$ cat config.mk
export PLATFORM = sky130hd
export DESIGN_NAME = hpq_ctrl
export DESIGN_NICKNAME = d
export VERILOG_FILES = /design/src/common/hpq_pkg.sv /design/src/hpq_ctrl.sv /design/src/hpq_fifo.sv
export VERILOG_INCLUDE_DIRS = /design/src /design/src/common
export SDC_FILE = /design/constraint.sdc
export NUM_CORES = 1
export LEC_CHECK = 0
export BUFFER_PORTS_ARGS = -buffer_cell sky130_fd_sc_hd__buf_2
export CORE_UTILIZATION = 50
export DETAILED_ROUTE_END_ITERATION = 16
export PLACE_DENSITY = 0.74
export SYNTH_ARGS = -nofsm -noshare
export SYNTH_HDL_FRONTEND = slang
export SYNTH_SLANG_ARGS = --single-unit
$ cat constraint.sdc
create_clock -name core_clk_i -period 4.15 [get_ports core_clk_i]
set_clock_uncertainty 0.2 [all_clocks]
set_input_delay 0.83 -clock core_clk_i [delete_from_list [all_inputs] [get_ports core_clk_i]]
set_output_delay 0.83 -clock core_clk_i [all_outputs]
set_load 0.03 [all_outputs]
$ cat src/common/hpq_map.svh
// Overview of operation
// - Read-queue-one address register returns the read-data valid flag in its two lowest bits.
// - Bits 15:2 hold the next read address; bits 31:16 read as zero.
// - Low bits show read-data valid: 0 means data waiting, 1 means none.
// - Read-queue control holds enable, flush, drop, not-empty per queue nibble.
// - Read-queue enable bit at 1 holds that queue in reset.
// - Read flush discards pending packets and self-clears when flushing completes.
// - Read flush request is forwarded to the switch-side controller.
// - Read drop-current-packet finishes the current packet, then self-clears.
// - Drop with a second packet queued loses both, flushing the second.
// - Read not-empty bit follows live queue occupancy.
// - Device signals not-empty changes for the status flag; host clears it.
// - Write-queue control holds enable, flush, drop, queue-ready per queue nibble.
// - Write flush at 1 discards written and in-progress packets; 0 does nothing.
// - Write drop at 1 abandons current packet, frees buffers; 0 does nothing.
// - Queue-ready bit mirrors the write-queue status ready flag.
// - Writing write-queue-one address flushes that queue and reloads its address.
`ifndef HPQ_MAP_SVH
`define HPQ_MAP_SVH
`define HPQ_IDX_WQ1_ADDR 8'h1A
`define HPQ_IDX_RQ1_ADDR 8'h1B
`define HPQ_IDX_RQ_CTRL 8'h1C
`define HPQ_IDX_WQ_CTRL 8'h1E
`define HPQ_BIT_EN 3
`define HPQ_BIT_FLUSH 2
`define HPQ_BIT_DROP 1
`define HPQ_BIT_STAT 0
`define HPQ_ADDR_LSB 2
`define HPQ_ADDR_MSB 15
`define HPQ_ADDR_RST 14'h0000
`define HPQ_ADDR_STEP 14'h0001
`define HPQ_DATA_RST 32'h0000_0000
`define HPQ_FIFO_DEPTH 8
`define HPQ_FIFO_WIDTH 32
`define HPQ_BUFFERED_QUEUE 1
`endif

$ cat src/common/hpq_pkg.sv
package hpq_pkg;
  typedef logic [3:0] hpq_qmask_t;
  typedef enum logic [2:0] {
    HPQ_SEL_NONE,
    HPQ_SEL_WQ1_ADDR,
    HPQ_SEL_RQ1_ADDR,
    HPQ_SEL_RQ_CTRL,
    HPQ_SEL_WQ_CTRL
  } hpq_sel_t;
endpackage

$ cat src/hpq_ctrl.sv
`timescale 1ns/1ps
`include "hpq_map.svh"
module hpq_ctrl
  import hpq_pkg::*;
#(
  parameter int NUM_QUEUES = 4,
  parameter int FIFO_DEPTH = `HPQ_FIFO_DEPTH
) (
  // Clock and reset.
  input wire logic core_clk_i,
  input wire logic sys_rst_i,
  // Host register port.
  input wire logic [7:0] host_addr_i,
  input wire logic host_wr_i,
  input wire logic host_rd_i,
  input wire logic [31:0] host_wdata_i,
  output logic [31:0] host_rdata_o,
  // Host queue data read.
  input wire logic host_qrd_i,
  output logic [31:0] host_qdata_o,
  // Switch-side read queue one data feed.
  input wire logic sw_rq_valid_i,
  output logic sw_rq_ready_o,
  input wire logic [31:0] sw_rq_data_i,
  // Switch-side read queue control.
  input wire logic [3:0] rq_occupied_i,
  input wire logic [3:0] rq_flush_done_i,
  input wire logic [3:0] rq_drop_done_i,
  output logic [3:0] rq_hold_o,
  output logic [3:0] rq_flush_o,
  output logic [3:0] rq_drop_o,
  output logic [3:0] rq_ne_change_o,
  // Switch-side write queue control.
  input wire logic [3:0] wq_ready_i,
  input wire logic [3:0] wq_flush_done_i,
  input wire logic [3:0] wq_drop_done_i,
  output logic [3:0] wq_hold_o,
  output logic [3:0] wq_flush_o,
  output logic [3:0] wq_drop_o,
  output logic wq1_addr_load_o,
  output logic [13:0] wq1_addr_o
);
  if (NUM_QUEUES != 4 || FIFO_DEPTH < 2) begin : g_bad_param
    $error("hpq_ctrl serves exactly four queues and a FIFO of at least two words");
  end

  ////////////////////////////////////////////////////////////////////////////////
  // Address decode.
  hpq_sel_t sel;
  hpq_qmask_t rq_en_reg;
  hpq_qmask_t rq_flush_reg;
  hpq_qmask_t rq_drop_reg;
  hpq_qmask_t wq_en_reg;
  hpq_qmask_t wq_flush_reg;
  hpq_qmask_t wq_drop_reg;
  hpq_qmask_t rq_hold;
  hpq_qmask_t wq_hold;
  hpq_qmask_t rq_ne;
  hpq_qmask_t rq_ne_prev_reg;
  logic [13:0] rq1_addr_reg;
  logic [31:0] rdata_next;
  logic rq_ctrl_wr;
  logic wq_ctrl_wr;
  logic wq1_addr_wr;
  logic fifo_clr;
  logic fifo_valid;
  logic [31:0] fifo_data;
  logic qpop;

  always_comb begin
    case (host_addr_i)
      `HPQ_IDX_WQ1_ADDR: sel = HPQ_SEL_WQ1_ADDR;
      `HPQ_IDX_RQ1_ADDR: sel = HPQ_SEL_RQ1_ADDR;
      `HPQ_IDX_RQ_CTRL: sel = HPQ_SEL_RQ_CTRL;
      `HPQ_IDX_WQ_CTRL: sel = HPQ_SEL_WQ_CTRL;
      default: sel = HPQ_SEL_NONE;
    endcase
  end

  assign rq_ctrl_wr = host_wr_i && (sel == HPQ_SEL_RQ_CTRL);
  assign wq_ctrl_wr = host_wr_i && (sel == HPQ_SEL_WQ_CTRL);
  assign wq1_addr_wr = host_wr_i && (sel == HPQ_SEL_WQ1_ADDR);

  ////////////////////////////////////////////////////////////////////////////////
  // Per-queue control bits.
  for (genvar k = 0; k < 4; k++) begin : g_queue
    // A queue is held while its enable bit is 1, including the cycle it is written.
    assign rq_hold[k] = rq_en_reg[k] || (rq_ctrl_wr && host_wdata_i[4*k+`HPQ_BIT_EN]);
    assign wq_hold[k] = wq_en_reg[k] || (wq_ctrl_wr && host_wdata_i[4*k+`HPQ_BIT_EN]);

    always_ff @(posedge core_clk_i or posedge sys_rst_i) begin
      if (sys_rst_i) begin
        rq_en_reg[k] <= 1'b0;
        wq_en_reg[k] <= 1'b0;
      end else begin
        if (rq_ctrl_wr) begin
          rq_en_reg[k] <= host_wdata_i[4*k+`HPQ_BIT_EN];
        end
        if (wq_ctrl_wr) begin
          wq_en_reg[k] <= host_wdata_i[4*k+`HPQ_BIT_EN];
        end
      end
    end

    // Read flush: a host set wins over the completion clear.
    always_ff @(posedge core_clk_i or posedge sys_rst_i) begin
      if (sys_rst_i) begin
        rq_flush_reg[k] <= 1'b0;
      end else if (rq_hold[k]) begin
        rq_flush_reg[k] <= 1'b0;
      end else if (rq_ctrl_wr && host_wdata_i[4*k+`HPQ_BIT_FLUSH]) begin
        rq_flush_reg[k] <= 1'b1;
      end else if (rq_flush_done_i[k]) begin
        rq_flush_reg[k] <= 1'b0;
      end
    end

    // Read drop: ends with its own completion, or with a pending flush.
    always_ff @(posedge core_clk_i or posedge sys_rst_i) begin
      if (sys_rst_i) begin
        rq_drop_reg[k] <= 1'b0;
      end else if (rq_hold[k]) begin
        rq_drop_reg[k] <= 1'b0;
      end else if (rq_ctrl_wr && host_wdata_i[4*k+`HPQ_BIT_DROP]) begin
        rq_drop_reg[k] <= 1'b1;
      end else if (rq_flush_reg[k] ? rq_flush_done_i[k] : rq_drop_done_i[k]) begin
        rq_drop_reg[k] <= 1'b0;
      end
    end

    // Write flush: also started by a write of the queue-one address.
    always_ff @(posedge core_clk_i or posedge sys_rst_i) begin
      if (sys_rst_i) begin
        wq_flush_reg[k] <= 1'b0;
      end else if (wq_hold[k]) begin
        wq_flush_reg[k] <= 1'b0;
      end else if ((wq_ctrl_wr && host_wdata_i[4*k+`HPQ_BIT_FLUSH]) || (wq1_addr_wr && k == 1)) begin
        wq_flush_reg[k] <= 1'b1;
      end else if (wq_flush_done_i[k]) begin
        wq_flush_reg[k] <= 1'b0;
      end
    end

    always_ff @(posedge core_clk_i or posedge sys_rst_i) begin
      if (sys_rst_i) begin
        wq_drop_reg[k] <= 1'b0;
      end else if (wq_hold[k]) begin
        wq_drop_reg[k] <= 1'b0;
      end else if (wq_ctrl_wr && host_wdata_i[4*k+`HPQ_BIT_DROP]) begin
        wq_drop_reg[k] <= 1'b1;
      end else if (wq_flush_reg[k] ? wq_flush_done_i[k] : wq_drop_done_i[k]) begin
        wq_drop_reg[k] <= 1'b0;
      end
    end
  end

  // A drop waits while a whole-queue flush is pending for the same queue.
  assign rq_hold_o = rq_en_reg;
  assign rq_flush_o = rq_flush_reg;
  assign rq_drop_o = rq_drop_reg & ~rq_flush_reg;
  assign wq_hold_o = wq_en_reg;
  assign wq_flush_o = wq_flush_reg;
  assign wq_drop_o = wq_drop_reg & ~wq_flush_reg;

  ////////////////////////////////////////////////////////////////////////////////
  // Read queue one data buffer.
  // A queue-one read drop empties the whole buffer, so a following queued packet is lost too.
  assign fifo_clr = rq_en_reg[`HPQ_BUFFERED_QUEUE] || rq_flush_reg[`HPQ_BUFFERED_QUEUE]
                    || rq_drop_reg[`HPQ_BUFFERED_QUEUE];
  assign qpop = host_qrd_i && fifo_valid;

  hpq_fifo #(
    .WIDTH(`HPQ_FIFO_WIDTH),
    .DEPTH(FIFO_DEPTH)
  ) u_fifo (
    .core_clk_i(core_clk_i),
    .sys_rst_i(sys_rst_i),
    .clr_i(fifo_clr),
    .in_valid_i(sw_rq_valid_i),
    .in_ready_o(sw_rq_ready_o),
    .in_data_i(sw_rq_data_i),
    .out_valid_o(fifo_valid),
    .out_ready_i(host_qrd_i),
    .out_data_o(fifo_data)
  );

  always_ff @(posedge core_clk_i or posedge sys_rst_i) begin
    if (sys_rst_i) begin
      host_qdata_o <= `HPQ_DATA_RST;
    end else if (qpop) begin
      host_qdata_o <= fifo_data;
    end
  end

  // Long-word read address; advances one word per popped entry.
  always_ff @(posedge core_clk_i or posedge sys_rst_i) begin
    if (sys_rst_i) begin
      rq1_addr_reg <= `HPQ_ADDR_RST;
    end else if (rq_en_reg[`HPQ_BUFFERED_QUEUE]) begin
      rq1_addr_reg <= `HPQ_ADDR_RST;
    end else if (host_wr_i && sel == HPQ_SEL_RQ1_ADDR) begin
      rq1_addr_reg <= host_wdata_i[`HPQ_ADDR_MSB:`HPQ_ADDR_LSB];
    end else if (qpop) begin
      rq1_addr_reg <= rq1_addr_reg + `HPQ_ADDR_STEP;
    end
  end

  // Write queue one address; the load also flushes that queue.
  always_ff @(posedge core_clk_i or posedge sys_rst_i) begin
    if (sys_rst_i) begin
      wq1_addr_o <= `HPQ_ADDR_RST;
      wq1_addr_load_o <= 1'b0;
    end else begin
      wq1_addr_load_o <= wq1_addr_wr;
      if (wq1_addr_wr) begin
        wq1_addr_o <= host_wdata_i[`HPQ_ADDR_MSB:`HPQ_ADDR_LSB];
      end
    end
  end

  ////////////////////////////////////////////////////////////////////////////////
  // Occupancy and change reporting.
  always_comb begin
    rq_ne = rq_occupied_i & ~rq_en_reg;
    rq_ne[`HPQ_BUFFERED_QUEUE] = rq_ne[`HPQ_BUFFERED_QUEUE] || fifo_valid;
  end

  always_ff @(posedge core_clk_i or posedge sys_rst_i) begin
    if (sys_rst_i) begin
      rq_ne_prev_reg <= '0;
      rq_ne_change_o <= '0;
    end else begin
      rq_ne_prev_reg <= rq_ne;
      rq_ne_change_o <= rq_ne ^ rq_ne_prev_reg;
    end
  end

  ////////////////////////////////////////////////////////////////////////////////
  // Read data.
  always_comb begin
    rdata_next = `HPQ_DATA_RST;
    case (sel)
      HPQ_SEL_WQ1_ADDR: rdata_next[`HPQ_ADDR_MSB:`HPQ_ADDR_LSB] = wq1_addr_o;
      HPQ_SEL_RQ1_ADDR: begin
        rdata_next[`HPQ_ADDR_MSB:`HPQ_ADDR_LSB] = rq1_addr_reg;
        rdata_next[1:0] = {2{!fifo_valid}};
      end
      HPQ_SEL_RQ_CTRL: begin
        for (int k = 0; k < 4; k++) begin
          rdata_next[4*k +: 4] = {rq_en_reg[k], rq_flush_reg[k], rq_drop_reg[k], rq_ne[k]};
        end
      end
      HPQ_SEL_WQ_CTRL: begin
        for (int k = 0; k < 4; k++) begin
          rdata_next[4*k +: 4] = {wq_en_reg[k], wq_flush_reg[k], wq_drop_reg[k], wq_ready_i[k]};
        end
      end
      default: rdata_next = `HPQ_DATA_RST;
    endcase
  end

  always_ff @(posedge core_clk_i or posedge sys_rst_i) begin
    if (sys_rst_i) begin
      host_rdata_o <= `HPQ_DATA_RST;
    end else if (host_rd_i) begin
      host_rdata_o <= rdata_next;
    end
  end
endmodule

$ cat src/hpq_fifo.sv
`timescale 1ns/1ps
module hpq_fifo #(
  parameter int WIDTH = 32,
  parameter int DEPTH = 8
) (
  // Clock and reset.
  input wire logic core_clk_i,
  input wire logic sys_rst_i,
  input wire logic clr_i,
  // Filling side.
  input wire logic in_valid_i,
  output logic in_ready_o,
  input wire logic [WIDTH-1:0] in_data_i,
  // Draining side.
  output logic out_valid_o,
  input wire logic out_ready_i,
  output logic [WIDTH-1:0] out_data_o
);
  localparam int AW = $clog2(DEPTH);

  if (DEPTH < 2 || (1 << AW) != DEPTH || WIDTH < 1) begin : g_bad_param
    $error("hpq_fifo depth must be a power of two of at least 2");
  end

  logic [WIDTH-1:0] mem_reg [DEPTH];
  logic [AW-1:0] wr_ptr_reg;
  logic [AW-1:0] rd_ptr_reg;
  logic [AW:0] count_reg;
  logic push;
  logic pop;

  assign in_ready_o = (count_reg != (AW+1)'(DEPTH)) && !clr_i;
  assign out_valid_o = (count_reg != '0) && !clr_i;
  assign out_data_o = mem_reg[rd_ptr_reg];
  assign push = in_valid_i && in_ready_o;
  assign pop = out_valid_o && out_ready_i;

  // Storage write.
  always_ff @(posedge core_clk_i) begin
    if (push) begin
      mem_reg[wr_ptr_reg] <= in_data_i;
    end
  end

  // Pointers and occupancy.
  always_ff @(posedge core_clk_i or posedge sys_rst_i) begin
    if (sys_rst_i) begin
      wr_ptr_reg <= '0;
      rd_ptr_reg <= '0;
      count_reg <= '0;
    end else if (clr_i) begin
      wr_ptr_reg <= '0;
      rd_ptr_reg <= '0;
      count_reg <= '0;
    end else begin
      if (push) begin
        wr_ptr_reg <= wr_ptr_reg + 1'b1;
      end
      if (pop) begin
        rd_ptr_reg <= rd_ptr_reg + 1'b1;
      end
      count_reg <= count_reg + (AW+1)'(push) - (AW+1)'(pop);
    end
  end
endmodule
==> results of run 1 <==
## stage by stage
stage | cells | worst slack [ps]
after floorplan | 938 | 111.4
after global placement | 1466 | 1141
after detailed placement | 1466 | 1102
after CTS | 1537 | 1078
after global routing | 1537 | 919.6
final | 1538 | 1110
## worst reg2reg max path, cell delays in order, from the launching register on
cell and delay [ps]:
dfrtp_1 360, inv_1 100, ha_1 170, or3b_2 560, nand3_2 300, inv_1 90
ha_1 290, inv_1 40, ha_1 200, fa_1 410, xnor2_1 160, nor2_1 50
## kinds of logic after synthesis
| kind of cell | count (synthesis) | synth area share [%] |
|---|---|---|
| DFF | 375 | 69.64 |
| and+or+nand+nor | 173 | 5.956 |
| AOI/OAI and AO/OA | 141 | 6.332 |
| muxes | 133 | 14.10 |
| buffers and inverters | 77 | 2.337 |
| xor gates and xnor gates | 13 | 0.7435 |
| adders and majority gates | 10 | 0.8660 |
| other | 1 | 0.02449 |
## power by group
group	total (uW)	switching [uW]	internal (uW)
Sequential	5090	427	4660
Clock	3560	1420	2150
Combinational	2920	1650	1270
Total	11600	3490	8080
## routing by layer
metal	share of wire [%]	vias up
li1	-	3990
met1	40	4529
met2	51	354
met3	7.2	55
met5	0.10	-
met4	1.9	6
## cell usage after synthesis, types with 7 or more instances
cell type | count | area, um^2
edfxtp_1 | 256 | 7687
a311oi_1 | 7 | 61.31
a211oi_1 | 13 | 97.59
a221oi_1 | 8 | 70.07
nand3_1 | 9 | 45.04
a21oi_1 | 11 | 55.05
nand2_1 | 53 | 198.9
buf_4 | 16 | 120.1
mux2_2 | 22 | 247.7
o2bb2ai_1 | 27 | 236.5
xor2_1 | 11 | 96.34
nor2_1 | 35 | 131.4
nor2b_1 | 22 | 137.6
or3_1 | 7 | 43.79
buf_2 | 7 | 35.03
a22oi_1 | 15 | 112.6
o21ai_0 | 46 | 230.2
ha_1 | 9 | 112.6
dfrtp_1 | 119 | 2978
nand4_1 | 7 | 43.79
clkbuf_1 | 38 | 142.6
inv_1 | 14 | 52.55
mux2i_1 | 47 | 470.5
mux4_2 | 64 | 1441
## area by class of cell
type / count / area, um^2
antenna: 1 / 2.502
clock buffer: 53 / 1079
clock inverter: 18 / 247.7
fill: 2220 / 11760
inverter: 14 / 56.30
multi-input combinational: 486 / 4419
sequential: 375 / 10670
tap: 390 / 488.0
timing repair buffer: 201 / 1156
## how the worst min path moves through the flow
| stage | from | to | cells past startpoint |
|---|---|---|---|
| after floorplan | rq_ne_prev_reg[0]$_DFF_PP0_ | rq_ne_change_o[0]$_DFF_PP0_ | 1 |
| final | rq_ne_prev_reg[2]$_DFF_PP0_ | rq_ne_change_o[2]$_DFF_PP0_ | 1 |
| after global routing | rq_ne_prev_reg[0]$_DFF_PP0_ | rq_ne_change_o[0]$_DFF_PP0_ | 1 |
| after CTS | rq_ne_prev_reg[2]$_DFF_PP0_ | rq_ne_change_o[2]$_DFF_PP0_ | 1 |
| after global placement | rq_ne_prev_reg[0]$_DFF_PP0_ | rq_ne_change_o[0]$_DFF_PP0_ | 1 |
| after detailed placement | rq_ne_prev_reg[2]$_DFF_PP0_ | rq_ne_change_o[2]$_DFF_PP0_ | 1 |
==> results.yml, run 1 <==
power:
  ir_drop_v: 0.0004337
  p_leak_uw: 0.007003
  p_total_uw: 11570
  power_density_nw_per_um2: 638.6
critical_path:
  rrSetupSlack_ps: 1110
  path_cells: "inv_1 -> ha_1 -> or3b_2 -> nand3_2 -> inv_1 -> ha_1 -> inv_1 -> ha_1 -> fa_1 -> xnor2_1 -> nor2_1"
  cp_slowest_cell: "or3b_2"
  crit_cells: 11
  worstSetupPathType: "reg -> reg"
  startpoint: "u_fifo.count_reg[2]$_DFF_PP0_"
  r2r_start: "u_fifo.count_reg[2]$_DFF_PP0_"
  cp-start-kind: "flip-flop"
  cpPeakStageDelay_ps: 560
  crit_arrival_ps: 3260
  crit_fanout: 19
  cp.required_ps: 4370
  r2r_end: "u_fifo.count_reg[2]$_DFF_PP0_"
  critPathBufInv: 3
  endpoint: "u_fifo.count_reg[2]$_DFF_PP0_"
  rr_worst_depth: 11
  cp-end-kind: "flip-flop"
  crit_family: "adder cells"
die:
  fp.dieW_um: 177.0
  start_util_pct: 51.26
  dieArea_um2: 31330
  die_h_um: 177.0
  fp.coreArea_um2: 29870
  io_pins: 210
  placementRows: 63
routing:
  vias_per_cell: 5.809
  routed_wl_um: 34330
  drc_errors: 0
  route.detailed.wl_per_inst_um: 22.32
  vias: 8934
  drt_first_iter_violations: 793
  ant_nets: 0
  drt-pass1-iter-count: 5
timing:
  fin_hold_ws_ps: 233.3
  period_minus_slack_ps: 3040
  finalCritPeriodShare_pct: 73.26
  setup_viol: 0
  hold_viol_final: 0
  grt_setup_unrepaired: "no"
  drv_slew: 0
  fmax_mhz: 328.9
  tightest_slew_ps: 995.1
  tns_ps: 0
  relSlewSlack_pct: 33.52
logic_synthesis:
  ys.flop_type: "edfxtp_1"
  syn-cell-area_um2: 15310
  syn_area_per_cell_um2: 16.59
  synth_edf_count: 256
  synthDistinctLibCells: 55
  synth_warnings: 0
  netlist_instances: 923
  ys_ff_latch: 375
  ys_seq_area_share_pct: 69.64
  synthArstFlopShare_pct: 31.73
cells_and_area:
  utilization_pct: 60.65
  drive_above_1_share_pct: 32.00
  largest_reg_flops: 256
  layout_common_cells: "edfxtp_1, buf_2, dfrtp_1, mux4_2, nand2_1"
  design_area_um2: 18120
  layout_commonest_cell: "edfxtp_1"
  fin_nets: 1229
  area_delta_synth_final_pct: 18.32
clocking:
  post-cts-setup-buffers: 0
  path_clk_slew_ps: 60
  clock_latency_ps: 530
  cts_buffer_depth: 3
  cts_tree: "done"
  clock_sinks: 375
  root_buffer: "clkbuf_16"
  cts_buffers: 39
  htree_levels: 2
  cts_resized: 0
  cts-hold-fix-buffers: 0
status:
  status: "finished, final reports clean"
global_routing:
  use_met2_pct: 38.61
  grt_util_met1_pct: 28.24
  grt_first_pass_wirelength_um: 51740
  grt_pass1_vias: 8819
  antenna_found_initial: 4
  track_usage_pct: 22.26
  grt.busiest_layer: "met2"
  use_met3_pct: 4.596
  grt_max_degree: 53
  overflow: 0
min_path:
  hp-class: "reg -> reg"
place:
  placed_cell_area_um2: 16790
  io_buffers: 176
  hpwlAfterDp_um: 21400
  gp_congestion: 0.8436
flow_run:
  cap_violations: 0
Note: power is estimated with default switching activity, not from simulation.
==> run 2, diff against run 1 <==
==> constraint.sdc (replaced) <==
create_clock -name core_clk_i -period 2.5 [get_ports core_clk_i]
set_clock_uncertainty 0.2 [all_clocks]
set_input_delay 0.5 -clock core_clk_i [delete_from_list [all_inputs] [get_ports core_clk_i]]
set_output_delay 0.5 -clock core_clk_i [all_outputs]
set_load 0.03 [all_outputs]
==> results.yml, run 2 (same netlist as run 1, synthesis figures left out) <==
status:
  status: "finished, final reports clean"
place:
  gp_congestion: 0.9232
  hpwlAfterDp_um: 22510
  io_buffers: 176
routing:
  routed_wl_um: 35010
  ant_nets: 0
  drc_errors: 0
  drt-pass1-iter-count: 6
  vias_per_cell: 5.769
  drt_first_iter_violations: 806
  route.detailed.wl_per_inst_um: 22.25
  vias: 9075
power:
  p_total_uw: 19530
  swShare_pct: 30.32
  ir_drop_v: 0.0008260
  seqPwrFrac_pct: 42.9
  power.share.combinational_pct: 27.9
  internal_power_uw: 13610
  p_leak_uw: 0.007194
  power_density_nw_per_um2: 1051
  p_clk_share_pct: 29.1
  p_sw_uw: 5921
clocking:
  htree_levels: 2
  cts_tree: "done"
  cts_buffers: 38
  root_buffer: "clkbuf_16"
  clock_sinks: 375
  path_clk_slew_ps: 60
  cts_buffer_depth: 3
  clock_latency_ps: 530
timing:
  fmax_mhz: 403.4
  grt_setup_unrepaired: "yes"
  tightest_slew_ps: 659.5
  finalCritPeriodShare_pct: 99.17
  relSlewSlack_pct: 55.94
  drv_slew: 0
  tns_ps: 0
  hold_viol_final: 0
  fin_hold_ws_ps: 34.06
  period_minus_slack_ps: 2479
  setup_viol: 0
global_routing:
  grt.busiest_layer: "met2"
  overflow: 0
  grt_max_degree: 70
  grt_first_pass_wirelength_um: 52960
  antenna_found_initial: 3
  track_usage_pct: 22.71
  use_met2_pct: 39.63
  use_met3_pct: 3.845
  grt_util_met1_pct: 28.57
  grt_pass1_vias: 9262
critical_path:
  r2r_end: "u_fifo.mem_reg[0][3]$_DFFE_PP_"
  crit_arrival_ps: 1780
  worstSetupPathType: "reg -> out"
  rrSetupSlack_ps: 60
  crit_fanout: 3
  path_cells: "inv_2 -> ha_1 -> or3b_4 -> and2_4 -> buf_6"
  cp_slowest_cell: "dfrtp_1"
  cp-end-kind: "output pin"
  rr_worst_depth: 8
  cpPeakStageDelay_ps: 370
  cp-start-kind: "flip-flop"
  r2r_start: "u_fifo.count_reg[2]$_DFF_PP0_"
  cp.required_ps: 1800
die:
  fp.dieW_um: 177.0
  placementRows: 63
  dieArea_um2: 31330
  die_h_um: 177.0
  start_util_pct: 51.26
  fp.coreArea_um2: 29870
  io_pins: 210
min_path:
  worstHoldStart: "host_wdata_i[4]"
  worstHoldPathCells: 2
  hp-class: "in -> reg"
  hold_path_end: "wq1_addr_o[2]$_DFFE_PP0P_"
cells_and_area:
  fin_nets: 1262
  area_delta_synth_final_pct: 21.32
  layout_common_cells: "edfxtp_1, buf_2, dfrtp_1, mux4_2, nand2_1"
  layout_commonest_cell: "edfxtp_1"
  fillCellCount: 2156
  largest_reg_flops: 256
  drive_above_1_share_pct: 34.66
flow_run:
  cap_violations: 0
==> run 2: how the worst max path moves through the flow <==
stage | from | end | slack, ps
5_1_grt | u_fifo.count_reg[2]$_DFF_PP0_ | sw_rq_ready_o | -10
3_3_place_gp | u_fifo.count_reg[3]$_DFF_PP0_ | u_fifo.count_reg[1]$_DFF_PP0_ | 80
3_5_place_dp | u_fifo.count_reg[2]$_DFF_PP0_ | u_fifo.count_reg[1]$_DFF_PP0_ | 40
6_report | u_fifo.count_reg[2]$_DFF_PP0_ | sw_rq_ready_o | 20
2_1_floorplan | rq_hold_o[1]$_DFFE_PP0N_ | u_fifo.mem_reg[1][0]$_DFFE_PP_ | -950
4_1_cts | u_fifo.count_reg[2]$_DFF_PP0_ | sw_rq_ready_o | 0.2
==> run 2: critical path, delay by kind of cell, from the launching register on <==
kind / cells / cell delay, ps
simple gates: 2 / 520
fa+ha+maj: 1 / 140
buf+inv: 2 / 220
flops: 1 / 370
==> run 2: layout make-up <==
| cell class | instances | area [um^2] | share of cell area [%] |
|---|---|---|---|
| Clock buffer | 61 | 1150 | 6.189 |
| Inverter | 14 | 58.81 | 0.3165 |
| Timing Repair Buffer | 235 | 1583 | 8.519 |
| Multi-Input combinational cell | 486 | 4502 | 24.23 |
| Sequential cell | 375 | 10670 | 57.45 |
| Clock inverter | 9 | 117.6 | 0.6330 |
| Tap cell | 390 | 488.0 | 2.626 |
| Antenna cell | 3 | 7.507 | 0.04040 |
==> run 2: routing by layer <==
| layer | vias up | wire (um) | share of wire (%) |
|---|---|---|---|
| met5 | - | 10 | 0.029 |
| met4 | 2 | 882 | 2.5 |
| met3 | 63 | 2548 | 7.3 |
| met2 | 393 | 17940 | 51 |
| met1 | 4562 | 13630 | 39 |
| li1 | 4055 | - | - |
==> run 2: what timing repair did <==
| item | in CTS | in global routing |
|---|---|---|
| buffers inserted | 2 | 5 |
| endpoints found under the hold margin | 18 | 0 |
| hold buffers | 1 | 0 |
| endpoints found under the setup margin | 1 | 76 |
| pin swaps | 2 | 4 |
| gates resized for setup | 4 | 0 |
==> run 2: power groups by stage <==
stage / clock network, uW / registers (uW) / logic (uW)
global placement: 0 / 8440 / 5340
floorplan: 0 / 8760 / 3280
detailed placement: 0 / 8490 / 5470
global route: 6020 / 8490 / 5900
finish: 5690 / 8380 / 5460
CTS: 5780 / 8390 / 5540
==> run 2: per-stage QoR <==
step | area [um^2] | worst slack (ps) | std cells | utilization, %
after floorplan | 15530 | -946.8 | 938 | -
after global placement | 17230 | 80.88 | 1492 | 57.68
after detailed placement | 17230 | 41.12 | 1492 | 57.68
after CTS | 18540 | 0.2426 | 1565 | 62.04
after global routing | 18570 | -14.49 | 1570 | 62.17
final | 18580 | 20.79 | 1573 | 62.19
